File: src/usmhf_cfg.svh
// usmhf_cfg.svh: constants of the upstream mac-specific header framer
// assumes inclusion by the design files; usmhf_pkg.sv does not include it
`ifndef USMHF_CFG_SVH
`define USMHF_CFG_SVH
// frame control fields
`define USMHF_TYPE_MAC 2'h3
`define USMHF_PRM_REQ 5'h02
`define USMHF_PRM_FRAG 5'h03
`define USMHF_PRM_CAT 5'h1c
// extended header length of a fragment
`define USMHF_EHL_FRAG 8'h06
// header bytes before the check sequence
`define USMHF_HLEN_SHORT 4'h4
`define USMHF_HLEN_FRAG 4'ha
// byte totals of whole frames, fragment length addend, service identifier limit, last crc byte index
`define USMHF_REQ_BYTES 16'h0006
`define USMHF_FRAG_OVH 16'h0010
`define USMHF_FRAG_LENADD 16'h000a
`define USMHF_SID_MAX 16'h1fff
`define USMHF_CRC_LAST 2'h3
// check sequences
`define USMHF_CRC32_POLY 32'hedb88320
`define USMHF_CRC32_INIT 32'hffffffff
`define USMHF_HCS_POLY 16'h1021
`define USMHF_HCS_INIT 16'hffff
`endif

File: src/usmhf_pkg.sv
// usmhf_pkg.sv: types of the upstream mac-specific header framer
// assumes nothing; it uses none of the constants header
package usmhf_pkg;
	typedef enum logic [1:0] {
		USMHF_K_REQ = 2'b00,
		USMHF_K_FRAG = 2'b01,
		USMHF_K_CAT = 2'b10,
		USMHF_K_RAW = 2'b11
	} usmhf_kind_t;

	typedef enum logic [1:0] {
		ST_IDLE = 2'b00,
		ST_HDR = 2'b01,
		ST_PAY = 2'b10,
		ST_CRC = 2'b11
	} usmhf_state_t;

	typedef struct packed {
		usmhf_kind_t kind;
		logic [7:0] param;
		logic [15:0] service_ident;
		logic [15:0] len;
		logic [15:0] pdu_len;
		logic [47:0] ext_hdr;
	} usmhf_cmd_t;

	typedef struct packed {
		logic [7:0] data;
		logic sop;
		logic eop;
	} usmhf_byte_t;
endpackage : usmhf_pkg

File: src/usmhf_framer.sv
// usmhf_framer.sv: upstream mac-specific header framer, modem transmit side
// assumes command, payload source and byte sink all run on ref_clk
//
// Summary of operation
// request header: type 11, parameter 00010, no ext header, no data after.
// request parameter byte carries total minislots requested.
// request length position carries service identifier, at most 0x1fff.
// request header is exactly six bytes including check sequence.
// service identifier selects one service flow of this modem.
// minislot value is the current total wanted, phy overhead included.
// fragment header: type 11, parameter 00011, ext header flag set.
// fragment parameter byte is 6, six ext header bytes precede check.
// fragment length is payload plus ext header plus fragment crc.
// fragment ends with 4-byte ethernet crc over payload only.
// never put a fragment header on an unsplit frame.
// transmitter implements both fragmentation and concatenation.
// concatenation is upstream only, never downstream.
// concat header: type 11, parameter 11100, no ext header.
// one concat header per burst, no nesting.
// first embedded header follows concat header; lengths locate later frames.
// embedded frames may mix types but share one service flow; raw frames are admitted with any service identifier.
// receiver accepting concatenation handles mixed frame types.
// receiver delivers each embedded frame as if sent alone.
// concat parameter byte is frame count; zero means unspecified.
// concat length is byte total of embedded frames.
// several frames in one burst only inside a concatenation.
// with ext header flag set, parameter byte is ext header length.
// frame control: type bits 7:6, parameter 5:1, ext flag bit 0.
// two-byte header check from a pluggable module.
`timescale 1ns/100ps
`include "usmhf_cfg.svh"
module usmhf_framer import usmhf_pkg::*; (
	input logic ref_clk,
	input logic nrst,
	input logic ce,
	input logic cmd_valid,
	input usmhf_cmd_t cmd,
	output logic cmd_ready,
	input logic pay_valid,
	input logic [7:0] pay_data,
	output logic pay_ready,
	output logic out_valid,
	output usmhf_byte_t out_byte,
	input logic out_ready,
	output logic err,
	output logic in_concat
);
	usmhf_state_t state_r, state_nxt;
	usmhf_kind_t kind_r;
	logic [7:0] hdr_r [0:9];
	logic [3:0] hlen_r, idx_r;
	logic [15:0] rem_r, cat_rem_r, cat_sid_r;
	logic [7:0] cat_cnt_r, cat_frames_r, fbytes_r;
	logic [31:0] crc_r, crc_inv;
	logic [1:0] cidx_r, cnt_r, cnt_nxt;
	logic in_cat_r, first_r, err_r, cmd_ready_r, pay_ready_r, out_valid_r;
	usmhf_byte_t buf_r [0:1];
	usmhf_byte_t pbyte;
	logic take, bad, push, pop, full, pay_xfer, hdr_last, frame_done, wr_idx;
	logic [16:0] crem, flen;
	logic [15:0] hcs;

	function automatic logic [7:0] fc_byte(input logic [4:0] prm, input logic ext);
		return {`USMHF_TYPE_MAC, prm, ext};
	endfunction : fc_byte

	function automatic logic [31:0] crc32_b(input logic [31:0] c, input logic [7:0] d);
		logic [31:0] x;
		x = c ^ {24'h000000, d};
		for (int i = 0; i < 8; i++) begin
			x = x[0] ? ((x >> 1) ^ `USMHF_CRC32_POLY) : (x >> 1);
		end
		return x;
	endfunction : crc32_b

	assign cmd_ready = cmd_ready_r;
	assign pay_ready = pay_ready_r;
	assign out_valid = out_valid_r;
	assign out_byte = buf_r[0];
	assign err = err_r;
	assign in_concat = in_cat_r;

	assign take = ce && cmd_valid && cmd_ready_r;
	assign full = cnt_r == 2'h2;
	assign pop = ce && out_valid_r && out_ready;
	assign pay_xfer = ce && pay_valid && pay_ready_r;
	assign hdr_last = idx_r == hlen_r + 4'h1;
	assign crem = {1'b0, cat_rem_r};
	assign flen = {1'b0, cmd.len} + {1'b0, `USMHF_FRAG_OVH};
	assign crc_inv = ~crc_r;

	// refused commands are consumed and flagged, nothing is sent
	always_comb begin
		bad = 1'b0;
		case (cmd.kind)
			USMHF_K_REQ: begin
				bad = cmd.service_ident > `USMHF_SID_MAX;
				if (in_cat_r && (cmd.service_ident != cat_sid_r || {1'b0, `USMHF_REQ_BYTES} > crem)) begin
					bad = 1'b1;
				end
			end
			USMHF_K_FRAG: begin
				bad = cmd.len >= cmd.pdu_len || cmd.service_ident > `USMHF_SID_MAX;
				if (in_cat_r && (cmd.service_ident != cat_sid_r || flen > crem)) begin
					bad = 1'b1;
				end
			end
			USMHF_K_CAT: bad = in_cat_r || cmd.len == '0;
			default: bad = cmd.len == '0 || (in_cat_r && {1'b0, cmd.len} > crem);
		endcase
	end

	// byte source: header, check sequence, payload or fragment crc
	always_comb begin
		pbyte = '0;
		push = 1'b0;
		frame_done = 1'b0;
		case (state_r)
			ST_HDR: begin
				push = ce && !full;
				if (idx_r < hlen_r) begin
					pbyte.data = hdr_r[idx_r];
				end else if (idx_r == hlen_r) begin
					pbyte.data = hcs[15:8];
				end else begin
					pbyte.data = hcs[7:0];
				end
				frame_done = hdr_last && kind_r == USMHF_K_REQ;
			end
			ST_PAY: begin
				push = pay_xfer;
				pbyte.data = pay_data;
				frame_done = rem_r == 16'h0001 && kind_r == USMHF_K_RAW;
			end
			ST_CRC: begin
				push = ce && !full;
				pbyte.data = crc_inv[{cidx_r, 3'b000} +: 8];
				frame_done = cidx_r == `USMHF_CRC_LAST;
			end
			default: push = 1'b0;
		endcase
		pbyte.sop = first_r && !in_cat_r;
		// inside a concatenation the burst closes only when the concatenated total is used up; outside one, at frame end
		pbyte.eop = frame_done && (!in_cat_r || cat_rem_r == 16'h0001);
	end

	always_comb begin
		state_nxt = state_r;
		case (state_r)
			ST_IDLE: begin
				if (take && !bad) begin
					state_nxt = cmd.kind == USMHF_K_RAW ? ST_PAY : ST_HDR;
				end
			end
			ST_HDR: begin
				if (push && hdr_last) begin
					if (kind_r != USMHF_K_FRAG) begin
						state_nxt = ST_IDLE;
					end else begin
						state_nxt = rem_r == '0 ? ST_CRC : ST_PAY;
					end
				end
			end
			ST_PAY: begin
				if (pay_xfer && rem_r == 16'h0001) begin
					state_nxt = kind_r == USMHF_K_FRAG ? ST_CRC : ST_IDLE;
				end
			end
			ST_CRC: begin
				if (push && cidx_r == `USMHF_CRC_LAST) begin
					state_nxt = ST_IDLE;
				end
			end
			default: state_nxt = ST_IDLE;
		endcase
	end

	assign cnt_nxt = cnt_r + {1'b0, push} - {1'b0, pop};
	assign wr_idx = full || (cnt_r == 2'h1 && !pop);

	always_ff @(posedge ref_clk) begin
		if (!nrst) begin
			state_r <= ST_IDLE;
			cmd_ready_r <= 1'b0;
			pay_ready_r <= 1'b0;
		end else if (ce) begin
			state_r <= state_nxt;
			cmd_ready_r <= state_nxt == ST_IDLE;
			// registered ready: only offered when the buffer has a free slot
			pay_ready_r <= state_nxt == ST_PAY && cnt_nxt != 2'h2;
		end
	end

	// header image built when the command is taken
	always_ff @(posedge ref_clk) begin
		if (!nrst) begin
			kind_r <= USMHF_K_REQ;
			hlen_r <= `USMHF_HLEN_SHORT;
			for (int i = 0; i < 10; i++) begin
				hdr_r[i] <= '0;
			end
		end else if (take && !bad) begin
			kind_r <= cmd.kind;
			hlen_r <= `USMHF_HLEN_SHORT;
			hdr_r[1] <= cmd.param;
			{hdr_r[2], hdr_r[3]} <= cmd.len;
			case (cmd.kind)
				USMHF_K_REQ: begin
					hdr_r[0] <= fc_byte(`USMHF_PRM_REQ, 1'b0);
					{hdr_r[2], hdr_r[3]} <= cmd.service_ident;
				end
				USMHF_K_FRAG: begin
					hdr_r[0] <= fc_byte(`USMHF_PRM_FRAG, 1'b1);
					hdr_r[1] <= `USMHF_EHL_FRAG;
					{hdr_r[2], hdr_r[3]} <= cmd.len + `USMHF_FRAG_LENADD;
					{hdr_r[4], hdr_r[5], hdr_r[6], hdr_r[7], hdr_r[8], hdr_r[9]} <= cmd.ext_hdr;
					hlen_r <= `USMHF_HLEN_FRAG;
				end
				USMHF_K_CAT: hdr_r[0] <= fc_byte(`USMHF_PRM_CAT, 1'b0);
				default: hdr_r[0] <= hdr_r[0];
			endcase
		end
	end

	// sequencing counters of the current frame
	always_ff @(posedge ref_clk) begin
		if (!nrst) begin
			idx_r <= '0;
			cidx_r <= '0;
			rem_r <= '0;
			first_r <= 1'b0;
			fbytes_r <= '0;
		end else if (take && !bad) begin
			idx_r <= '0;
			cidx_r <= '0;
			rem_r <= cmd.len;
			first_r <= 1'b1;
			fbytes_r <= '0;
		end else if (push) begin
			first_r <= 1'b0;
			fbytes_r <= fbytes_r + 8'h01;
			if (state_r == ST_HDR) begin
				idx_r <= idx_r + 4'h1;
			end
			if (state_r == ST_CRC) begin
				cidx_r <= cidx_r + 2'h1;
			end
			if (state_r == ST_PAY) begin
				rem_r <= rem_r - 16'h0001;
			end
		end
	end

	// payload crc; header bytes stay out of it
	always_ff @(posedge ref_clk) begin
		if (!nrst) begin
			crc_r <= `USMHF_CRC32_INIT;
		end else if (take) begin
			crc_r <= `USMHF_CRC32_INIT;
		end else if (pay_xfer && kind_r == USMHF_K_FRAG) begin
			crc_r <= crc32_b(crc_r, pay_data);
		end
	end

	usmhf_hcs u_hcs (
		.ref_clk(ref_clk),
		.nrst(nrst),
		.ce(ce),
		.clr(take),
		.en(push && state_r == ST_HDR && idx_r < hlen_r),
		.din(pbyte.data),
		.crc(hcs)
	);

	// concatenation tracking: the body is the following commands' frames
	always_ff @(posedge ref_clk) begin
		if (!nrst) begin
			in_cat_r <= 1'b0;
			cat_rem_r <= '0;
			cat_sid_r <= '0;
			cat_cnt_r <= '0;
			cat_frames_r <= '0;
		end else if (ce) begin
			if (take && !bad && cmd.kind == USMHF_K_CAT) begin
				cat_rem_r <= cmd.len;
				cat_sid_r <= cmd.service_ident;
				cat_cnt_r <= cmd.param;
				cat_frames_r <= '0;
			end else if (take && !bad && in_cat_r) begin
				cat_frames_r <= cat_frames_r + 8'h01;
			end
			// upstream-only transmitter, so concatenation never leaves downstream
			if (push && hdr_last && state_r == ST_HDR && kind_r == USMHF_K_CAT) begin
				in_cat_r <= 1'b1;
			end else if (push && in_cat_r) begin
				cat_rem_r <= cat_rem_r - 16'h0001;
				if (cat_rem_r == 16'h0001) begin
					in_cat_r <= 1'b0;
				end
			end
		end
	end

	always_ff @(posedge ref_clk) begin
		if (!nrst) begin
			err_r <= 1'b0;
		end else if (ce) begin
			err_r <= (take && bad) ||
				(push && in_cat_r && cat_rem_r == 16'h0001 && cat_cnt_r != '0 &&
				cat_frames_r != cat_cnt_r);
		end
	end

	// two-entry output buffer; a stalled sink loses no byte
	always_ff @(posedge ref_clk) begin
		if (!nrst) begin
			cnt_r <= '0;
			out_valid_r <= 1'b0;
			buf_r[0] <= '0;
			buf_r[1] <= '0;
		end else if (ce) begin
			cnt_r <= cnt_nxt;
			out_valid_r <= cnt_nxt != '0;
			if (pop) begin
				buf_r[0] <= buf_r[1];
			end
			if (push) begin
				buf_r[wr_idx] <= pbyte;
			end
		end
	end
endmodule : usmhf_framer

File: src/usmhf_hcs.sv
// usmhf_hcs.sv: byte-serial header check sequence generator
// assumes bytes arrive msb first, one per enabled cycle
`timescale 1ns/100ps
`include "usmhf_cfg.svh"
module usmhf_hcs import usmhf_pkg::*; #(
	parameter logic [15:0] POLY = `USMHF_HCS_POLY,
	parameter logic [15:0] INIT = `USMHF_HCS_INIT
) (
	input logic ref_clk,
	input logic nrst,
	input logic ce,
	input logic clr,
	input logic en,
	input logic [7:0] din,
	output logic [15:0] crc
);
	logic [15:0] crc_nxt;

	// polynomial is a parameter so another check can be plugged in
	always_comb begin
		crc_nxt = crc ^ {din, 8'h00};
		for (int i = 0; i < 8; i++) begin
			crc_nxt = crc_nxt[15] ? ((crc_nxt << 1) ^ POLY) : (crc_nxt << 1);
		end
	end

	always_ff @(posedge ref_clk) begin
		if (!nrst) begin
			crc <= INIT;
		end else if (ce) begin
			if (clr) begin
				crc <= INIT;
			end else if (en) begin
				crc <= crc_nxt;
			end
		end
	end
endmodule : usmhf_hcs

File: config.mk
export PLATFORM = sky130hd
export DESIGN_NAME = usmhf_framer
export DESIGN_NICKNAME = d
export VERILOG_FILES = /design/src/usmhf_pkg.sv /design/src/usmhf_framer.sv /design/src/usmhf_hcs.sv
export VERILOG_INCLUDE_DIRS = /design/src
export SDC_FILE = /design/constraint.sdc
export NUM_CORES = 1
export LEC_CHECK = 0
export ABC_CLOCK_PERIOD_IN_PS = 5550
export BUFFER_PORTS_ARGS = -buffer_cell sky130_fd_sc_hd__buf_2
export CAP_MARGIN = 20
export CORE_ASPECT_RATIO = 0.9
export CORE_MARGIN = 4
export CORE_UTILIZATION = 45
export DETAILED_ROUTE_END_ITERATION = 7
export GPL_ROUTABILITY_DRIVEN = 0
export PLACE_DENSITY = 0.75
export SLEW_MARGIN = 10
export SYNTH_ARGS = -nofsm -noshare
export SYNTH_HDL_FRONTEND = slang
export SYNTH_HIERARCHICAL = 1
export SYNTH_SLANG_ARGS = --single-unit
File: constraint.sdc
create_clock -name ref_clk -period 5.55 [get_ports ref_clk]
set_input_delay 0.555 -clock ref_clk [delete_from_list [all_inputs] [get_ports ref_clk]]
set_output_delay 0.555 -clock ref_clk [all_outputs]
set_load 0.02 [all_outputs]
=== Yosys cells after proc, flatten, opt, wreduce, memory -nomap -nowiden ===
Memories as Yosys holds them, arrays and structs flattened.
Index checks and enable logic that the tools add are counted.

* Register bits after elaboration: 214
* Memory bits (writable): 20
* Output and inout bits: 15
* Logic and storage cells: 231
* Memories: 1

* Add/sub/neg operators: 10
* $lt $le $gt $ge: 7
* Equality and inequality tests: 21
* Shifts and indexed selects: 1
* Mux-type cells: 68
* Bitwise logic cells: 22
* Reductions and logical operators: 72

{| class="wikitable"
|+ Memory list
! name !! words !! width !! read ports !! clocked after Yosys merged registers in !! wr ports !! RTL line !! source
|-
| buf_r || 2 || 10 || 2 || 0 || 2 || usmhf_framer.sv:57 || <nowiki>usmhf_byte_t buf_r [0:1];</nowiki>
|}

{| class="wikitable"
|+ Operators with widths
! operator !! number
|-
| two-way mux 32 bit || 8
|-
| two-way mux 16 bit || 8
|-
| inverter 13 -> 14 bit || 8
|-
| two-way mux 13 bit || 8
|-
| two-way mux 8 bit || 7
|-
| one-hot mux 8 bit (3 select lines) || 2
|-
| binary-select mux 8 bit (select 4 bit) || 1
|-
| == test 16 x 1 -> 1 bit, second input constant || 2
|-
| logical AND 1 bit || 32
|-
| zero test 16 bit || 2
|-
| inverter 32 bit || 1
|-
| one-hot mux 16 bit (2 select lines) || 1
|-
| indexed part select 32 x 6 -> 8 bit || 1
|-
| subtractor 16 x 1 -> 16 bit, second input constant || 2
|-
| XOR 32 x 8 -> 32 bit || 1
|-
| inverter 3 bit || 8
|-
| two-way mux 10 bit || 2
|-
| two-way mux 1 bit || 19
|-
| == test 2 bit, second input constant || 9
|-
| adder 16 x 5 -> 17 bit, second input constant || 1
|-
| greater-than comparator 17 x 16 -> 1 bit || 1
|-
| adder 16 x 4 -> 16 bit, second input constant || 1
|-
| >= comparator 16 bit || 1
|-
| greater-than comparator 16 x 13 -> 1 bit, second input constant || 1
|-
| other kinds (34) || 74
|}

=== Depth between registers and ports, before layout ===
Gate-level depths: netlist (run 1).

* Depth in word-level cells: 25
* Mapped depth: 18

=== By module ===
Netlist (run 1), hierarchy kept.

{| class="wikitable"
|+ By module, submodules not included
! module !! times used !! cells each !! area each (µm²) !! sequential area each (µm²)
|-
| usmhf_framer || 1 || 1530 || 12624.6 || 4444.3
|-
| usmhf_hcs || 1 || 80 || 769.5 || 320.3
|}

=== Worst setup path after synthesis (run 1) ===
OpenSTA, ideal clock, no wires.

* Path type: input to register
* From: in cmd[71] in the netlist's numbering
* To: reg kind_r[0]
* Setup time: 0.070 ns
* Data arrival time: 4.117 ns
* Path slack: 1.363 ns
* Cell stages on the path: 18
* Buffers on the path: 4
* Cell sequence: buf_2 > and4_1 > clkbuf_1 > nand2_1 > nor3_1 > nand3_1 > xnor2_1 > ha_1 > nand3_1 > or3_1 > or3b_2 > a21o_1 > and4_1 > o21ai_1 > buf_2 > buf_2 > nand2_1 > a21oi_1

* Word-level cells in the longest chain between the ends: 8

{| class="wikitable"
|+ RTL lines
! element !! RTL line !! source
|-
| start: declaration || usmhf_framer.sv:37 || <nowiki>input usmhf_cmd_t cmd,</nowiki>
|-
| adder 16 x 5 -> 17 bit || usmhf_framer.sv:89 || <nowiki>assign flen = {1'b0, cmd.len} + {1'b0, `USMHF_FRAG_OVH};</nowiki>
|-
| greater-than comparator 17 x 16 -> 1 bit || usmhf_framer.sv:104 || <nowiki>if (in_cat_r && (cmd.service_ident != cat_sid_r || flen > crem)) begin</nowiki>
|-
| logical OR 1 bit || usmhf_framer.sv:104 ||
|-
| logical AND 1 bit || usmhf_framer.sv:104 ||
|-
| two-way mux 1 bit || usmhf_framer.sv:104 ||
|-
| one-hot mux 1 bit (3 select lines) (*) || usmhf_framer.sv:95 || <nowiki>case (cmd.kind)</nowiki>
|-
| zero test 1 bit (*) || usmhf_framer.sv:202 || <nowiki>end else if (take && !bad) begin</nowiki>
|-
| logical AND 1 bit (*) || usmhf_framer.sv:202 ||
|-
| end signal: assignment || usmhf_framer.sv:203 || <nowiki>kind_r <= cmd.kind;</nowiki>
|-
| end: declaration || usmhf_framer.sv:49 || <nowiki>usmhf_kind_t kind_r;</nowiki>
|}

Mark *: on every way between the ends. The rest lies on a longest branch, timed or not.
A chain may end at the register's enable or synchronous reset.

=== Worst setup path in the final report (run 1) ===
* From: in cmd[70] in the netlist's numbering
* To: reg cidx_r[1]

* Word-level cells in the longest chain between the ends: 9

{| class="wikitable"
|+ RTL lines
! element !! RTL line !! source
|-
| adder 16 x 5 -> 17 bit || usmhf_framer.sv:89 ||
|-
| greater-than comparator 17 x 16 -> 1 bit || usmhf_framer.sv:104 ||
|-
| logical OR 1 bit || usmhf_framer.sv:104 ||
|-
| logical AND 1 bit || usmhf_framer.sv:104 ||
|-
| two-way mux 1 bit || usmhf_framer.sv:104 ||
|-
| one-hot mux 1 bit (3 select lines) (*) || usmhf_framer.sv:95 ||
|-
| zero test 1 bit (*) || usmhf_framer.sv:233 || <nowiki>end else if (take && !bad) begin</nowiki>
|-
| logical AND 1 bit (*) || usmhf_framer.sv:233 ||
|-
| OR reduction 2 bit (no line) (*) || n/a ||
|-
| end signal: assignment || usmhf_framer.sv:246 || <nowiki>cidx_r <= cidx_r + 2'h1;</nowiki>
|-
| end: declaration || usmhf_framer.sv:55 || <nowiki>logic [1:0] cidx_r, cnt_r, cnt_nxt;</nowiki>
|}

Marks and branches as above.

==> flow_summary.toml, run 1 <==
[detailed_routing]
dr_total_vias = 12100
ant_nets = 0
drtIter0Drc = 1327
drc_errors = 0
wirelength_um = 37600
wl_per_cell_um = 18.0
via_per_inst = 5.79
first_pass_iters = 6

[setup_path]
cp.arrival_ns = 4.78
worstPathRequired_ns = 5.99
critPathMaxFanout = 33
cp-start-kind = "input port"
reg2reg_slack_ns = 1.58
path_class = "in -> reg"
end_kind = "flip-flop"

[floorplan]
start_util = 0.459
fp.dieH_um = 172
row_count = 59
die_w_um = 190
pin_count = 135
core_um2 = 29200
dieArea_um2 = 32600

[synth]
synthTopCellsByCount = "nand2_1 (228), dfxtp_1 (208), nor2_1 (116)"
synth_top_family_by_area = "simple AND/OR/NAND/NOR gates"
synth-main-ff-cell = "dfxtp_1"
ys_seq_area_frac = 0.356
synth-compound-area-share = 0.173
syn_avg_cell_area_um2 = 8.32
syn_inst = 1610
synth_xor_area_frac = 0.101
async_reset_ff_frac = 0
synthesis.area_um2 = 13400
ys_ff_latch = 228
synth_fa_ha_area_frac = 0.0579
yosysWarnings = 6
synth_edf_count = 20
synth_most_common_cell = "nand2_1"
synth_fp_nets = 1792
synth_top_cell_by_area = "dfxtp_1"
synthMuxAreaShare = 0.0605
ys_types = 66
synthTopCellsByArea = "dfxtp_1 (31%), xnor2_1 (6.8%), nand2_1 (6.4%)"
synth-simple-area-share = 0.199
synth_top_area_frac = 0.311

[timing]
rsz0062_at_grt = "no"
skew_ns = 0.00955
hold_viol = 0
drv_slew = 0
finalSetupViolations = 0
finalSetupTns_ns = 0
worst_slack_ns = 1.21
tightest_slew_ns = 1.07
fin_crit_ns = 4.34
fmax_ghz = 0.230
period_share = 0.782
max_slew_margin = 0.289

[layout]
syn_to_final_growth_pct = 12.5
nNetsFinal = 1852
final_cells = 2082
multiInputGateArea_um2 = 7940
n_antenna_cell = 0
final_cell_area_um2 = 15100
layout-drive-gt1-share = 0.141
regArea_um2 = 4770
num-fill-cells = 2673

[clock_network]
ctsHtreeMaxLevel = 1
cts_sinks = 228
insertion_delay_ns = 0.52
clk_path_buf_depth = 3
cts_setup_buffers = 0
cts_hold_buf = 0
cts_resized = 0
root_buffer = "clkbuf_16"
cts_made_buffers = 25
clk_pin_slew_ns = 0.06
tritoncts = "built"

[min_path]
hold_class = "in -> reg"

[placement]
port_buffers = 134
place_area_um2 = 14200
dp_hpwl_um = 26800
dp.cells = 2038
pre_cts_slack_ns = 0.782

[job]
maxCapViolations = 0

[power_and_ir_drop]
p_int_w = 0.00296
power_frac_seq = 0.427
pwr_density_cell_nw_per_um2 = 273
switchingPower_w = 0.00114
p_comb_frac = 0.161
ir_drop_mv = 0.262
p_leak_nw = 5.66
clkPwrFrac = 0.412
p_sw_frac = 0.278

[global_route]
grt_antenna_before_repair = 0
grt_pass1_vias = 11200
grt_overflow = 0
grt_use_total = 0.222
grt_max_degree = 114
grt_pass1_wl_um = 60200

[run_status]
outcome = "finished, final reports clean"
[placed cells by master (no fill, tap or decap), types with 24 or more instances in the layout]
master / n
nor3_1: 25
xor2_1: 40
o211ai_1: 42
o21ai_0: 72
nand3_1: 93
mux2i_1: 27
dfxtp_1: 207
ha_1: 62
buf_2: 133
nand2_1: 228
inv_1: 60
a21oi_1: 114
xnor2_1: 104
clkbuf_16: 25
nor2_1: 115
mux4_2: 24
[final timing paths]
kind	startpoint	end	depth (start not counted)
setup / recovery	cmd[70]	cidx_r[1]$_SDFFE_PP0P_	16
hold / removal	cmd[1]	hdr_r[1]$_SDFFE_PN0P_	3
setup reg to reg	cat_rem_r[14]$_SDFFE_PN0P_	cat_frames_r[3]$_SDFFE_PN0P_	10
hold reg to reg	hdr_r[40]$_SDFFE_PN0P_	hdr_r[40]$_SDFFE_PN0P_	2
[power by group through the flow]
stage,Sequential [W],Clock (W),Combinational [W]
floorplan,0.00177,0,0.000468
global route,0.00176,0.00178,0.000719
detailed placement,0.00179,0,0.000646
global placement,0.00179,0,0.000636
CTS,0.00175,0.00172,0.000651
finish,0.00175,0.00169,0.000660
[kinds of logic (layout without fill, tap and decap cells)]
| group | count (synthesis) | in the layout |
|---|---|---|
| buffers and inverters | 175 | 251 |
| adder cells (fa/ha/maj) | 62 | 62 |
| XOR/XNOR | 150 | 150 |
| AND/OR/NAND/NOR | 574 | 574 |
| AO/OA/AOI/OAI | 370 | 370 |
| flip-flops | 228 | 228 |
| multiplexers | 51 | 51 |
[final cells by class]
type / count / area share
inverters: 61 / 0.0152
clock buffers: 31 / 0.0450
clock inverters: 12 / 0.00980
well taps: 396 / 0.0329
repair buffers: 147 / 0.0536
flip-flops and latches: 228 / 0.316
multi-input cells: 1207 / 0.527
[critical path: stages]
cell and delay (ns):
buf_2 0.25, and4_1 0.35, nand2_1 0.08, nor3_1 0.51, nand3_1 0.18, xnor2_1 0.17
ha_1 0.32, nand3_1 0.12, or3_1 0.39, or3b_2 0.45, a21o_1 0.18, and4_1 0.24
o21ai_4 0.35, buf_12 0.24, nand2_1 0.17, a21oi_1 0.21
[through the flow]
| step | total power [W] | hold WS (ns) | util |
|---|---|---|---|
| floorplan | 0.00224 | 0.425 | - |
| global placement | 0.00242 | 0.435 | 0.488 |
| detailed placement | 0.00244 | 0.441 | 0.488 |
| CTS | 0.00412 | 0.244 | 0.516 |
| global route | 0.00426 | 0.252 | 0.517 |
| finish | 0.00411 | 0.252 | 0.517 |
[sequential cells by signal (all words and copies together) (netlist names), 2 cells and up]
signal,cells
u_hcs/crc,16
cat_rem_r,16
buf_r,20
cnt_r,2
hlen_r,2
idx_r,4
rem_r,16
hdr_r,76
cat_cnt_r,8
cat_sid_r,16
kind_r,2
state_r,2
cidx_r,2
crc_r,32
cat_frames_r,8
[per-layer routing]
| metal | up-vias | share of wire | global-route usage |
|---|---|---|---|
| li1 | 5838 | - | - |
| met1 | 5620 | 0.46 | 0.340 |
| met2 | 532 | 0.43 | 0.337 |
| met3 | 63 | 0.086 | 0.0264 |
| met4 | 0 | 0.023 | 0.0503 |
| met5 | - | 0 | 0 |
Note: power is estimated with default switching activity, not from simulation.
==> inputs of run 2 (changes only) <==
- ABC_AREA: unset -> 1
- ABC_CLOCK_PERIOD_IN_PS: 5550 -> 4000
- PLACE_DENSITY: 0.75 -> 0.74
- clock period: 5.55 -> 4 ns (I/O delays scaled with it)
==> flow_summary.toml, run 2 <==
[run_status]
outcome = "finished, final reports clean"

[synth]
async_reset_ff_frac = 0
synth_top_area_frac = 0.291
synth-main-ff-cell = "dfxtp_1"
synth_most_common_cell = "nand2_1"
synthTopCellsByArea = "dfxtp_1 (29%), nand2_1 (10%), o21ai_0 (6.9%)"
syn_inst = 2069
synthesis.area_um2 = 14300
ys_types = 53
ys_seq_area_frac = 0.332
synth_fp_nets = 2251
synthTopCellsByCount = "nand2_1 (387), nor2_1 (241), dfxtp_1 (208)"
yosysWarnings = 6
syn_avg_cell_area_um2 = 6.93
synth_top_cell_by_area = "dfxtp_1"
synth_edf_count = 20
ys_ff_latch = 228

[timing]
fin_crit_ns = 3.52
skew_ns = 0.0120
drv_slew = 0
period_share = 0.881
fmax_ghz = 0.284
hold_viol = 0
worst_slack_ns = 0.476
rsz0062_at_grt = "no"
tightest_slew_ns = 0.979
max_slew_margin = 0.347
finalSetupViolations = 0

[floorplan]
dieArea_um2 = 34800
row_count = 61
pin_count = 135
core_um2 = 31100
fp.dieH_um = 177
start_util = 0.460
die_w_um = 196

[detailed_routing]
drtIter0Drc = 1290
dr_total_vias = 14600
first_pass_iters = 6
wl_per_cell_um = 16.7
wirelength_um = 43500
via_per_inst = 5.60
ant_nets = 0
drc_errors = 0

[clock_network]
root_buffer = "clkbuf_16"
clk_pin_slew_ns = 0.06
clk_path_buf_depth = 3
cts_resized = 0
cts_hold_buf = 0
insertion_delay_ns = 0.53
ctsHtreeMaxLevel = 1
cts_setup_buffers = 0
tritoncts = "built"
cts_made_buffers = 26
cts_sinks = 228

[global_route]
grt_pass1_vias = 13500
grt_antenna_before_repair = 0
grt_use_total = 0.241
grt_pass1_wl_um = 69700
grt_overflow = 0
grt_max_degree = 107

[setup_path]
cp.arrival_ns = 3.95
end_kind = "flip-flop"
cp-start-kind = "input port"
critPathMaxFanout = 23
path_class = "in -> reg"
worstPathRequired_ns = 4.42

[layout]
largest-register = "hdr_r"
syn_to_final_growth_pct = 13.9
n_antenna_cell = 0
largest_register_ffs = 76
final_cell_area_um2 = 16300
layout-drive-gt1-share = 0.122
top_regs = "hdr_r: 76 flops, crc_r: 32 flops, buf_r: 20 flops"
nNetsFinal = 2358
layout_commonest_cell = "nand2_1"
final_cell_mix = "nand2_1 (387), nor2_1 (240), dfxtp_1 (208)"

[placement]
port_buffers = 134
pre_cts_slack_ns = -0.00231
place_area_um2 = 15400
dp_hpwl_um = 31800

[job]
maxCapViolations = 0

[min_path]
hold_class = "in -> reg"

[power_and_ir_drop]
p_leak_nw = 7.23
pwr_density_cell_nw_per_um2 = 346
ir_drop_mv = 0.345
## run 2: cell types whose count changed after synthesis, sizes merged, moves of 15 or more
cell	delta
nand3	+24
mux4	-24
nor2	+131
nand2	+167
mux2i	-27
a21oi	+48
xnor2	-69
clkbuf	-26
o211ai	-15
inv	+153
xor2	+41
a211oi	-16
o21ai	+124
## run 2: critical path, cell delays in order
cell and delay [ns]:
buf_2 0.20, buf_4 0.19, ha_1 0.16, inv_1 0.07
nor2_4 0.19, nand3_2 0.13, xor2_1 0.16, ha_1 0.30
nand2_1 0.08, nor2_1 0.14, a21boi_0 0.22, nor2_1 0.08
nand2_1 0.06, nand2_1 0.05, nand2_1 0.06, nand2_1 0.06
a21oi_2 0.20, nor2_4 0.09, nand2_4 0.15, buf_4 0.31
nand2_2 0.30, o31ai_1 0.34
## run 2: path summary, 6_finish.rpt
check / start / endpoint / slack, ns / cells after the start
worst max-delay path: cmd[68] / rem_r[1]$_SDFFE_PN0P_ / 0.48 / 22
worst min-delay path: cmd[11] / hdr_r[11]$_SDFFE_PN0P_ / 0.1 / 3
worst max register to register: idx_r[0]$_SDFFE_PP0P_ / u_hcs/crc[8]$_SDFFE_PN1P_ / 0.82 / 11
worst min register to register: hdr_r[74]$_SDFFE_PN0P_ / hdr_r[74]$_SDFFE_PN0P_ / 0.44 / 2
## run 2: per-layer routing
metal | wire [µm] | vias up | part of all wire | global-route usage
met4 | 1220 | 0 | 0.028 | 0.0710
met1 | 19000 | 6743 | 0.44 | 0.337
met3 | 4120 | 78 | 0.095 | 0.0383
li1 | - | 7091 | - | -
met5 | 0 | - | 0 | 0
met2 | 19200 | 654 | 0.44 | 0.386
## run 2: per-stage QoR
step	total power, W	util	instances	hold slack [ns]	setup TNS, ns
2_1_floorplan	0.00284	-	2069	0.422	0
6_report	0.00564	0.524	2602	0.0985	0
4_1_cts	0.00565	0.524	2602	0.0880	0
5_1_grt	0.00584	0.524	2602	0.0993	0
3_3_place_gp	0.00307	0.494	2557	0.435	0
3_5_place_dp	0.00308	0.494	2557	0.439	-0.00231
## run 2: report_power, final
group	switching (W)	internal (W)	total, W	leakage [nW]
Combinational	0.000446	0.000240	0.000686	4.89
Sequential	0.0000239	0.00234	0.00236	1.89
Clock	0.000974	0.00162	0.00259	0.457
## run 2: cell families (layout without fill, tap and decap cells)
kind of cell / count (synthesis) / in the layout / share of synthesized area
AND/OR/NAND/NOR: 847 / 847 / 0.251
multiplexers: 8 / 8 / 0.00629
buffers and inverters: 316 / 440 / 0.0898
flip-flops: 228 / 228 / 0.332
XOR/XNOR: 122 / 122 / 0.0756
AO/OA/AOI/OAI: 486 / 486 / 0.191
adder cells (fa/ha/maj): 62 / 62 / 0.0541
## run 2: layout make-up
type                    count  area, µm²
clock buffers              33        738
fillers                  2953      14800
flip-flops and latches    228       4760
inverters                 224        841
multi-input cells        1525       8280
repair buffers            171        998
clock inverters            12        194
well taps                 409        512
